--- src/verilog/link_regs_pkg.sv ---
// package: offsets, field layouts, reset values and encodings of the link status/control pair
package link_regs_pkg;

  // ----------------------------------------------------------------
  // register map
  // ----------------------------------------------------------------
  localparam logic [7:0] STATUS_OFFSET  = 8'h28;
  localparam logic [7:0] CONTROL_OFFSET = 8'h2C;
  localparam logic [7:0] PORT_CMD_OFFSET = 8'h18;
  localparam logic [31:0] STATUS_RESET  = 32'h0000_0000;
  localparam logic [31:0] CONTROL_RESET = 32'h0000_0000;

  // ----------------------------------------------------------------
  // field positions
  // ----------------------------------------------------------------
  localparam int DET_LSB   = 0;
  localparam int SPD_LSB   = 4;
  localparam int IPM_LSB   = 8;
  localparam int START_BIT = 0;

  // ----------------------------------------------------------------
  // status encodings
  // ----------------------------------------------------------------
  localparam logic [3:0] DET_NONE      = 4'h0;
  localparam logic [3:0] DET_PRESENT   = 4'h1;
  localparam logic [3:0] DET_COMM      = 4'h3;
  localparam logic [3:0] DET_OFFLINE   = 4'h4;
  localparam logic [3:0] PWR_NONE      = 4'h0;
  localparam logic [3:0] PWR_ACTIVE    = 4'h1;
  localparam logic [3:0] PWR_PARTIAL   = 4'h2;
  localparam logic [3:0] PWR_SLUMBER   = 4'h6;
  localparam logic [3:0] SPD_NONE      = 4'h0;
  localparam logic [3:0] SPD_GEN3      = 4'h3;

  // ----------------------------------------------------------------
  // control encodings
  // ----------------------------------------------------------------
  localparam logic [3:0] DETC_IDLE     = 4'h0;
  localparam logic [3:0] DETC_INIT     = 4'h1;
  localparam logic [3:0] IPMC_MAX      = 4'h3;
  localparam logic [3:0] SPDC_MAX      = 4'h3;

  // ----------------------------------------------------------------
  // timing
  // ----------------------------------------------------------------
  localparam int CLK_PERIOD_NS       = 10;
  localparam int COMRESET_HOLD_MS    = 1;
  localparam int COMRESET_HOLD_CYCLES =
    (COMRESET_HOLD_MS * 1000000 + CLK_PERIOD_NS - 1) / CLK_PERIOD_NS;

  typedef enum logic [3:0] {
    LS_IDLE    = 4'b0001,
    LS_RESET   = 4'b0010,
    LS_WAIT    = 4'b0100,
    LS_UP      = 4'b1000
  } link_state_t;

endpackage

--- src/verilog/link_ctrl_if.sv ---
// interface: control fields and link pin states passed between the register bank and its helpers
`timescale 1ns/1ps
interface link_ctrl_if;
  logic [3:0] ipm_allow;
  logic [3:0] pm_req_state;
  logic       pm_req;
  logic       pm_ack;
  logic       pm_nak;
  logic       pm_go_partial;
  logic       pm_go_slumber;
  logic       pm_want_partial;
  logic       pm_want_slumber;

  modport bank (output ipm_allow, output pm_req_state, output pm_req,
                output pm_want_partial, output pm_want_slumber,
                input pm_ack, input pm_nak, input pm_go_partial, input pm_go_slumber);
  modport gate (input ipm_allow, input pm_req_state, input pm_req,
                input pm_want_partial, input pm_want_slumber,
                output pm_ack, output pm_nak, output pm_go_partial, output pm_go_slumber);
endinterface // link_ctrl_if

--- src/verilog/link_status_control.sv ---
// top: serial link status and control register pair behind a classic Wishbone slave
// ----------------------------------------------------------------
// Notes on behaviour
// - status register tracks link state continuously
// - sending COMRESET zeroes the status register
// - bits 11:8 show interface power state
// - bits 7:4 show negotiated speed
// - bits 3:0 show detection and phy state
// - received COMINIT always shows device present; here offline shows 4h and an up link shows 3h
// - control reads return last written value
// - control writes start link actions
// - multiplier and pm select read zero
// - bits 11:8 disable partial/slumber transitions
// - disabled states never entered, requests refused
// - bits 7:4 cap speed negotiation
// - detection code 0h takes no action
// - detection code 1h performs hard reset
// - COMRESET sent while detection code is 1h
// - any standard COMRESET behaviour allowed
// - start bit permits command list processing
// ----------------------------------------------------------------
//
// The Wishbone interface to the registers was chosen for this implementation.
`timescale 1ns/1ps
module link_status_control
  import link_regs_pkg::*;
(
  input  wire logic        clk_i,
  input  wire logic        rst_i,
  input  wire logic        ce_i,
  // wishbone slave
  input  wire logic        wb_cyc_i,
  input  wire logic        wb_stb_i,
  input  wire logic        wb_we_i,
  input  wire logic [7:0]  wb_adr_i,
  input  wire logic [3:0]  wb_sel_i,
  input  wire logic [31:0] wb_dat_i,
  output logic      [31:0] wb_dat_o,
  output logic             wb_ack_o,
  // phy side (asynchronous pins)
  input  wire logic        cominit_i,
  input  wire logic        phy_ready_i,
  input  wire logic        phy_offline_i,
  input  wire logic [1:0]  phy_gen_i,
  input  wire logic        dev_pm_req_i,
  input  wire logic        dev_pm_slumber_i,
  input  wire logic        phy_partial_i,
  input  wire logic        phy_slumber_i,
  input  wire logic        want_partial_i,
  input  wire logic        want_slumber_i,
  output logic             comreset_o,
  output logic [1:0]       speed_limit_o,
  output logic             pm_ack_o,
  output logic             pm_nak_o,
  output logic             go_partial_o,
  output logic             go_slumber_o,
  output logic             cmd_list_enable_o
);

  // ----------------------------------------------------------------
  // pin synchronisers
  // ----------------------------------------------------------------
  localparam int NPIN = 9;
  logic [NPIN-1:0] pin_raw, pin_syn;
  logic cominit_s, ready_s, offline_s, pmreq_s, pmslu_s, part_s, slu_s;
  logic [1:0] gen_s;

  assign pin_raw = {cominit_i, phy_ready_i, phy_offline_i, phy_gen_i,
                    dev_pm_req_i, dev_pm_slumber_i, phy_partial_i, phy_slumber_i};

  pin_sync3 #(.W(NPIN)) u_sync (
    .clk_i (clk_i),
    .rst_i (rst_i),
    .ce_i  (ce_i),
    .d_i   (pin_raw),
    .q_o   (pin_syn)
  );

  assign {cominit_s, ready_s, offline_s, gen_s, pmreq_s, pmslu_s, part_s, slu_s} = pin_syn;

  // ----------------------------------------------------------------
  // wishbone decode
  // ----------------------------------------------------------------
  logic        req, wr, hit_sts, hit_ctl, hit_cmd;
  logic        ack_reg, ack_next;
  logic [31:0] dat_reg, dat_next;

  assign req     = wb_cyc_i && wb_stb_i && !ack_reg;
  assign wr      = req && wb_we_i;
  assign hit_sts = (wb_adr_i == STATUS_OFFSET);
  assign hit_ctl = (wb_adr_i == CONTROL_OFFSET);
  assign hit_cmd = (wb_adr_i == PORT_CMD_OFFSET);

  // ----------------------------------------------------------------
  // control register and start bit
  // ----------------------------------------------------------------
  logic [11:0] ctl_reg, ctl_next;
  logic        start_reg, start_next;
  logic [3:0]  det_ctl, spd_ctl;

  always_comb begin
    ctl_next   = ctl_reg;
    start_next = start_reg;
    if (wr && hit_ctl) begin
      // bits 31:12 are not stored, so they stay zero
      if (wb_sel_i[0]) ctl_next[7:0]  = wb_dat_i[7:0];
      if (wb_sel_i[1]) ctl_next[11:8] = wb_dat_i[11:8];
    end
    if (wr && hit_cmd && wb_sel_i[0]) begin
      start_next = wb_dat_i[START_BIT];
    end
  end

  always_ff @(posedge clk_i) begin
    if (rst_i) begin
      ctl_reg   <= CONTROL_RESET[11:0];
      start_reg <= 1'b0;
    end else if (ce_i) begin
      ctl_reg   <= ctl_next;
      start_reg <= start_next;
    end
  end

  assign det_ctl = ctl_reg[DET_LSB +: 4];
  assign spd_ctl = ctl_reg[SPD_LSB +: 4];
  assign cmd_list_enable_o = start_reg;

  // ----------------------------------------------------------------
  // link sequencer
  // ----------------------------------------------------------------
  link_state_t st_reg, st_next;
  logic        comreset;

  always_comb begin
    st_next = st_reg;
    unique case (st_reg)
      LS_IDLE: begin
        if (det_ctl == DETC_INIT) st_next = LS_RESET;
        else if (ready_s) st_next = LS_UP;
        else if (cominit_s) st_next = LS_WAIT;
      end
      LS_RESET: begin
        // COMRESET is held as a level for the whole time the field holds 1h
        if (det_ctl != DETC_INIT) st_next = LS_WAIT;
      end
      LS_WAIT: begin
        if (det_ctl == DETC_INIT) st_next = LS_RESET;
        else if (ready_s) st_next = LS_UP;
      end
      LS_UP: begin
        if (det_ctl == DETC_INIT) st_next = LS_RESET;
        else if (!ready_s) st_next = LS_IDLE;
      end
    endcase
  end

  always_ff @(posedge clk_i) begin
    if (rst_i) st_reg <= LS_IDLE;
    else if (ce_i) st_reg <= st_next;
  end

  assign comreset   = (st_reg == LS_RESET);
  assign comreset_o = comreset;

  // speed cap: reserved codes impose no limit
  always_comb begin
    if (spd_ctl == 4'h0 || spd_ctl > SPDC_MAX) speed_limit_o = 2'h3;
    else speed_limit_o = spd_ctl[1:0];
  end

  // ----------------------------------------------------------------
  // status register
  // ----------------------------------------------------------------
  logic [11:0] sts_reg, sts_next;
  logic [3:0]  det_v, spd_v, ipm_v;

  always_comb begin
    det_v = DET_NONE;
    spd_v = SPD_NONE;
    ipm_v = PWR_NONE;
    if (offline_s) begin
      det_v = DET_OFFLINE;
    end else if (st_reg == LS_UP) begin
      det_v = DET_COMM;
      spd_v = (gen_s == 2'h0) ? 4'h1 : {2'b00, gen_s};
      ipm_v = slu_s ? PWR_SLUMBER : (part_s ? PWR_PARTIAL : PWR_ACTIVE);
    end else if (cominit_s || st_reg == LS_WAIT) begin
      det_v = DET_PRESENT;
    end
    sts_next = {ipm_v, spd_v, det_v};
    // cleared on the edge comreset_o rises, so no read sees stale fields then
    if (st_next == LS_RESET) sts_next = STATUS_RESET[11:0];
  end

  always_ff @(posedge clk_i) begin
    if (rst_i) sts_reg <= STATUS_RESET[11:0];
    else if (ce_i) sts_reg <= sts_next;
  end

  // ----------------------------------------------------------------
  // power-state gate
  // ----------------------------------------------------------------
  link_ctrl_if lc ();

  assign lc.ipm_allow       = ctl_reg[IPM_LSB +: 4];
  assign lc.pm_req          = pmreq_s && (st_reg == LS_UP);
  assign lc.pm_req_state    = pmslu_s ? PWR_SLUMBER : PWR_PARTIAL;
  assign lc.pm_want_partial = want_partial_i && (st_reg == LS_UP);
  assign lc.pm_want_slumber = want_slumber_i && (st_reg == LS_UP);

  pm_gate u_pm (
    .clk_i (clk_i),
    .rst_i (rst_i),
    .ce_i  (ce_i),
    .lc    (lc)
  );

  assign pm_ack_o     = lc.pm_ack;
  assign pm_nak_o     = lc.pm_nak;
  assign go_partial_o = lc.pm_go_partial;
  assign go_slumber_o = lc.pm_go_slumber;

  // ----------------------------------------------------------------
  // read data and acknowledge
  // ----------------------------------------------------------------
  always_comb begin
    ack_next = req;
    dat_next = dat_reg;
    if (req && !wb_we_i) begin
      dat_next = 32'h0000_0000;
      if (hit_sts) dat_next = {20'h0_0000, sts_reg};
      if (hit_ctl) dat_next = {20'h0_0000, ctl_reg};
      if (hit_cmd) dat_next = {31'h0000_0000, start_reg};
    end
  end

  always_ff @(posedge clk_i) begin
    if (rst_i) begin
      ack_reg <= 1'b0;
      dat_reg <= 32'h0000_0000;
    end else if (ce_i) begin
      ack_reg <= ack_next;
      dat_reg <= dat_next;
    end
  end

  assign wb_ack_o = ack_reg;
  assign wb_dat_o = dat_reg;

endmodule // link_status_control

--- src/verilog/pin_sync3.sv ---
// three-stage synchroniser: output changes once stages two and three agree
`timescale 1ns/1ps
module pin_sync3 #(
  parameter int W = 1
) (
  input  wire logic         clk_i,
  input  wire logic         rst_i,
  input  wire logic         ce_i,
  input  wire logic [W-1:0] d_i,
  output logic      [W-1:0] q_o
);
  logic [W-1:0] s1_reg, s2_reg, s3_reg, q_reg;
  logic [W-1:0] q_next;

  genvar g;
  generate
    for (g = 0; g < W; g++) begin : g_bit
      always_comb begin
        q_next[g] = (s2_reg[g] == s3_reg[g]) ? s3_reg[g] : q_reg[g];
      end
    end
  endgenerate

  always_ff @(posedge clk_i) begin
    if (rst_i) begin
      s1_reg <= '0;
      s2_reg <= '0;
      s3_reg <= '0;
      q_reg  <= '0;
    end else if (ce_i) begin
      s1_reg <= d_i;
      s2_reg <= s1_reg;
      s3_reg <= s2_reg;
      q_reg  <= q_next;
    end
  end

  assign q_o = q_reg;
endmodule // pin_sync3

--- src/verilog/pm_gate.sv ---
// power-state gate: blocks disallowed partial/slumber entries and answers device requests
`timescale 1ns/1ps
module pm_gate
  import link_regs_pkg::*;
(
  input  wire logic   clk_i,
  input  wire logic   rst_i,
  input  wire logic   ce_i,
  link_ctrl_if.gate   lc
);
  logic partial_off, slumber_off, req_partial, req_slumber, refuse;
  logic ack_reg, nak_reg, ack_next, nak_next;

  always_comb begin
    // reserved allow codes fall back to no restriction
    partial_off = (lc.ipm_allow <= IPMC_MAX) && lc.ipm_allow[0];
    slumber_off = (lc.ipm_allow <= IPMC_MAX) && lc.ipm_allow[1];
    req_partial = lc.pm_req && (lc.pm_req_state == PWR_PARTIAL);
    req_slumber = lc.pm_req && (lc.pm_req_state == PWR_SLUMBER);
    refuse      = (req_partial && partial_off) || (req_slumber && slumber_off)
                  || (lc.pm_req && !req_partial && !req_slumber);
    nak_next    = lc.pm_req && refuse;
    ack_next    = lc.pm_req && !refuse;
  end

  always_ff @(posedge clk_i) begin
    if (rst_i) begin
      ack_reg <= 1'b0;
      nak_reg <= 1'b0;
    end else if (ce_i) begin
      ack_reg <= ack_next;
      nak_reg <= nak_next;
    end
  end

  assign lc.pm_ack        = ack_reg;
  assign lc.pm_nak        = nak_reg;
  assign lc.pm_go_partial = lc.pm_want_partial && !partial_off;
  assign lc.pm_go_slumber = lc.pm_want_slumber && !slumber_off;
endmodule // pm_gate
--- config.mk ---
export PLATFORM = sky130hd
export DESIGN_NAME = link_status_control
export DESIGN_NICKNAME = d
export VERILOG_FILES = /design/src/verilog/link_regs_pkg.sv /design/src/verilog/link_ctrl_if.sv /design/src/verilog/link_status_control.sv /design/src/verilog/pin_sync3.sv /design/src/verilog/pm_gate.sv
export SDC_FILE = /design/constraint.sdc
export NUM_CORES = 1
export LEC_CHECK = 0
export ABC_AREA = 1
export BUFFER_PORTS_ARGS = -buffer_cell sky130_fd_sc_hd__buf_2
export CORE_AREA = 3 3 93 95
export DETAILED_ROUTE_END_ITERATION = 8
export DIE_AREA = 0 0 96 98
export GPL_TIMING_DRIVEN = 0
export PLACE_DENSITY = 0.68
export SLEW_MARGIN = 40
export SYNTH_ARGS = -nofsm -noshare
export SYNTH_HDL_FRONTEND = slang
export SYNTH_SLANG_ARGS = --single-unit
--- constraint.sdc ---
create_clock -name clk_i -period 1.6 [get_ports clk_i]
set_clock_uncertainty 0.2 [all_clocks]
set_input_delay 0.16 -clock clk_i [delete_from_list [all_inputs] [get_ports clk_i]]
set_output_delay 0.16 -clock clk_i [all_outputs]
set_load 0.01 [all_outputs]
==> flow_metrics.tcl <==
set metrics [dict create \
    cp_data_required_time_ns 1.24 \
    syn_inst 477 \
    dpl.hpwl_um 6226 \
    ys_ff_latch 76 \
    nNetsFinal 656 \
    area_delta_synth_final_pct 29.93 \
    synth_edf_count 0 \
    setup_viol 0 \
    grt_usage_pct 19.23 \
    yosys_warnings 0 \
    synth-main-ff-cell "dfxtp_1" \
    status "complete, no violations" \
    die_h_um 98 \
    m1WireLength_um 3850 \
    routed_wl_um 8802 \
    netlist_top_cells_count "93 x nand2_1, 79 x nor2_1, 76 x dfxtp_1" \
    grt_setup_unrepaired "yes" \
    place.gp.congestion 0.8293 \
    fmax_mhz 626.5 \
    grt_pass1_wl_um 14310 \
    finalSetupTns_ns 0 \
    pin_count 102 \
    start_kind "register" \
    ctsHtreeMaxLevel 3 \
    fp.coreArea_um2 7807 \
    crit_type "reg -> out" \
    power_density_nw_per_um2 846.3 \
    grt_pass1_vias 3135 \
    cts.sinks 76 \
    synth_top_area_share_pct 44.54 \
    viasPerCell 4.846 \
    yosysMostFrequentCell "nand2_1" \
    worstPathArrival_ns 1.24 \
    routed-wl-met2_um 4290 \
    synth_top_area_cell "dfxtp_1" \
    grt_max_degree 16 \
    ys_types 30 \
    hold_path_class "in -> reg" \
    final_cells 702 \
    ys_seq_area_share_pct 44.54 \
    drtIter0Drc 155 \
    power_w 0.003756 \
    slew_viol_final 0 \
    wl_met3_um 506 \
    antenna_left 0 \
    cts-root-buf "clkbuf_8" \
    syn-cell-area_um2 3416 \
    die-area_um2 9408 \
    async_reset_ff_share_pct 0 \
    cp_max_fo 4 \
    cts_tree "done" \
    routed-via-count 3402 \
    ir_drop_mv 0.5688 \
    drv_cap 0 \
    fin_crit_sh_pct 99.77 \
    placed_cells 655 \
    clk_latency_ns 0.35 \
    relSlewSlack_pct 59.30 \
    p_leak_nw 1.989 \
    grt_overflow 0 \
    min_period_ns 1.596 \
    clk_pin_slew_ns 0.08 \
    clk_path_buf_depth 2 \
    avgSynthCellArea_um2 7.161 \
    finalHoldViolations 0 \
    drc_errors 0 \
    fp-row-count 32 \
    antenna_found_initial 0 \
    num_antenna_cells 0 \
    top_layer "met4" \
    dr.pass1.iters 5 \
    fp.dieW_um 96 \
    cts_made_buffers 9 \
    portBuffers 57 \
    synth_area_leaders "dfxtp_1 45%, nand2_1 10%, nor2_1 8.7%, o21ai_0 7.2%, a21oi_1 6.2%" \
    n_fill_cell 751 \
    end_kind "primary output" \
    tightestPinTransition_ns 0.6105 \
    hold_ws_ns 0.04322 \
    final_layout_size_suffix_gt1_share_pct 23.50 \
    start_util_pct 43.75 \
    routedWlPerCell_um 12.54 \
]
## critical path: stages, from the launching register on
cell,delay [ns]
dfxtp_2,0.33
inv_2,0.07
nand2_2,0.06
nor2_4,0.14
and3_4,0.19
buf_6,0.09
## repair_timing
item	in CTS	in global routing
endpoints found under the setup margin	3	9
endpoints found under the hold margin	32	0
resized for setup	8	15
pin swaps	4	3
hold buffers	26	0
setup buffers	3	2
## stage by stage
step	util, %	setup slack (ns)	area, um^2
floorplan	-	0.2352	3487
global placement	49.95	0.05810	3900
detailed placement	49.95	0.01133	3900
CTS	56.12	-0.003024	4382
global route	56.84	-0.06513	4438
finish	56.84	0.003732	4438
## placed cells by master, fill, tap and decap left out, types with 2 or more instances in the layout
cell type and n:
o21bai_1 2, nor2_1 79, nand3_2 3, clkbuf_8 9
nand4_1 3, nand2_2 5, inv_1 24, inv_2 6
dlygate4sd3_1 25, buf_2 64, clkbuf_1 11, clkinv_4 2
buf_4 26, inv_6 2, nand3_1 29, nand2_1 90
o21ai_1 5, buf_6 2, nor3_1 2, nand3b_1 4
dfxtp_2 5, dfxtp_1 70, o21ai_0 48, conb_1 20
nor2_4 7, a21oi_1 42
## final timing paths
kind / from / endpoint / slack [ns] / cells past startpoint
setup / recovery: st_reg[2] / go_partial_o / 0.004 / 5
hold / removal: wb_adr_i[5] / cmd_list_enable_o / 0.04 / 4
setup reg to reg: wb_ack_o / ctl_reg[8] / 0.07 / 7
hold reg to reg: sts_reg[1] / sts_reg[1] / 0.25 / 2
## layout make-up
type / instances / area [um^2] / share of cell area (%)
inverter: 32 / 122.6 / 2.763
multi-input combinational: 346 / 1612 / 36.31
clock buffer: 9 / 123.9 / 2.791
timing repair buffer: 88 / 604.3 / 13.62
tap: 102 / 127.6 / 2.876
sequential: 76 / 1531 / 34.51
buffer: 42 / 257.7 / 5.808
clock inverter: 7 / 58.81 / 1.325
## metal layers
layer	track usage, %	up-vias
li1	-	1748
met2	31.86	103
met3	4.622	13
met5	0	-
met1	24.27	1538
met4	6.236	0
## cell families (layout without fill, tap and decap cells)
group,Yosys count,in the layout,share of synthesized area (%)
other cells,1,20,0.1098
buf+inv,74,178,11.03
compound gates,99,99,14.76
simple gates,227,227,29.56
flops,76,76,44.54
## where the power goes
| part | total (W) | internal (W) | switching [W] |
|---|---|---|---|
| clock | 0.00135 | 0.000587 | 0.000763 |
| combinational | 0.000428 | 0.000194 | 0.000234 |
| sequential | 0.00198 | 0.00195 | 0.0000320 |
Power figures use the tool's default switching activity.
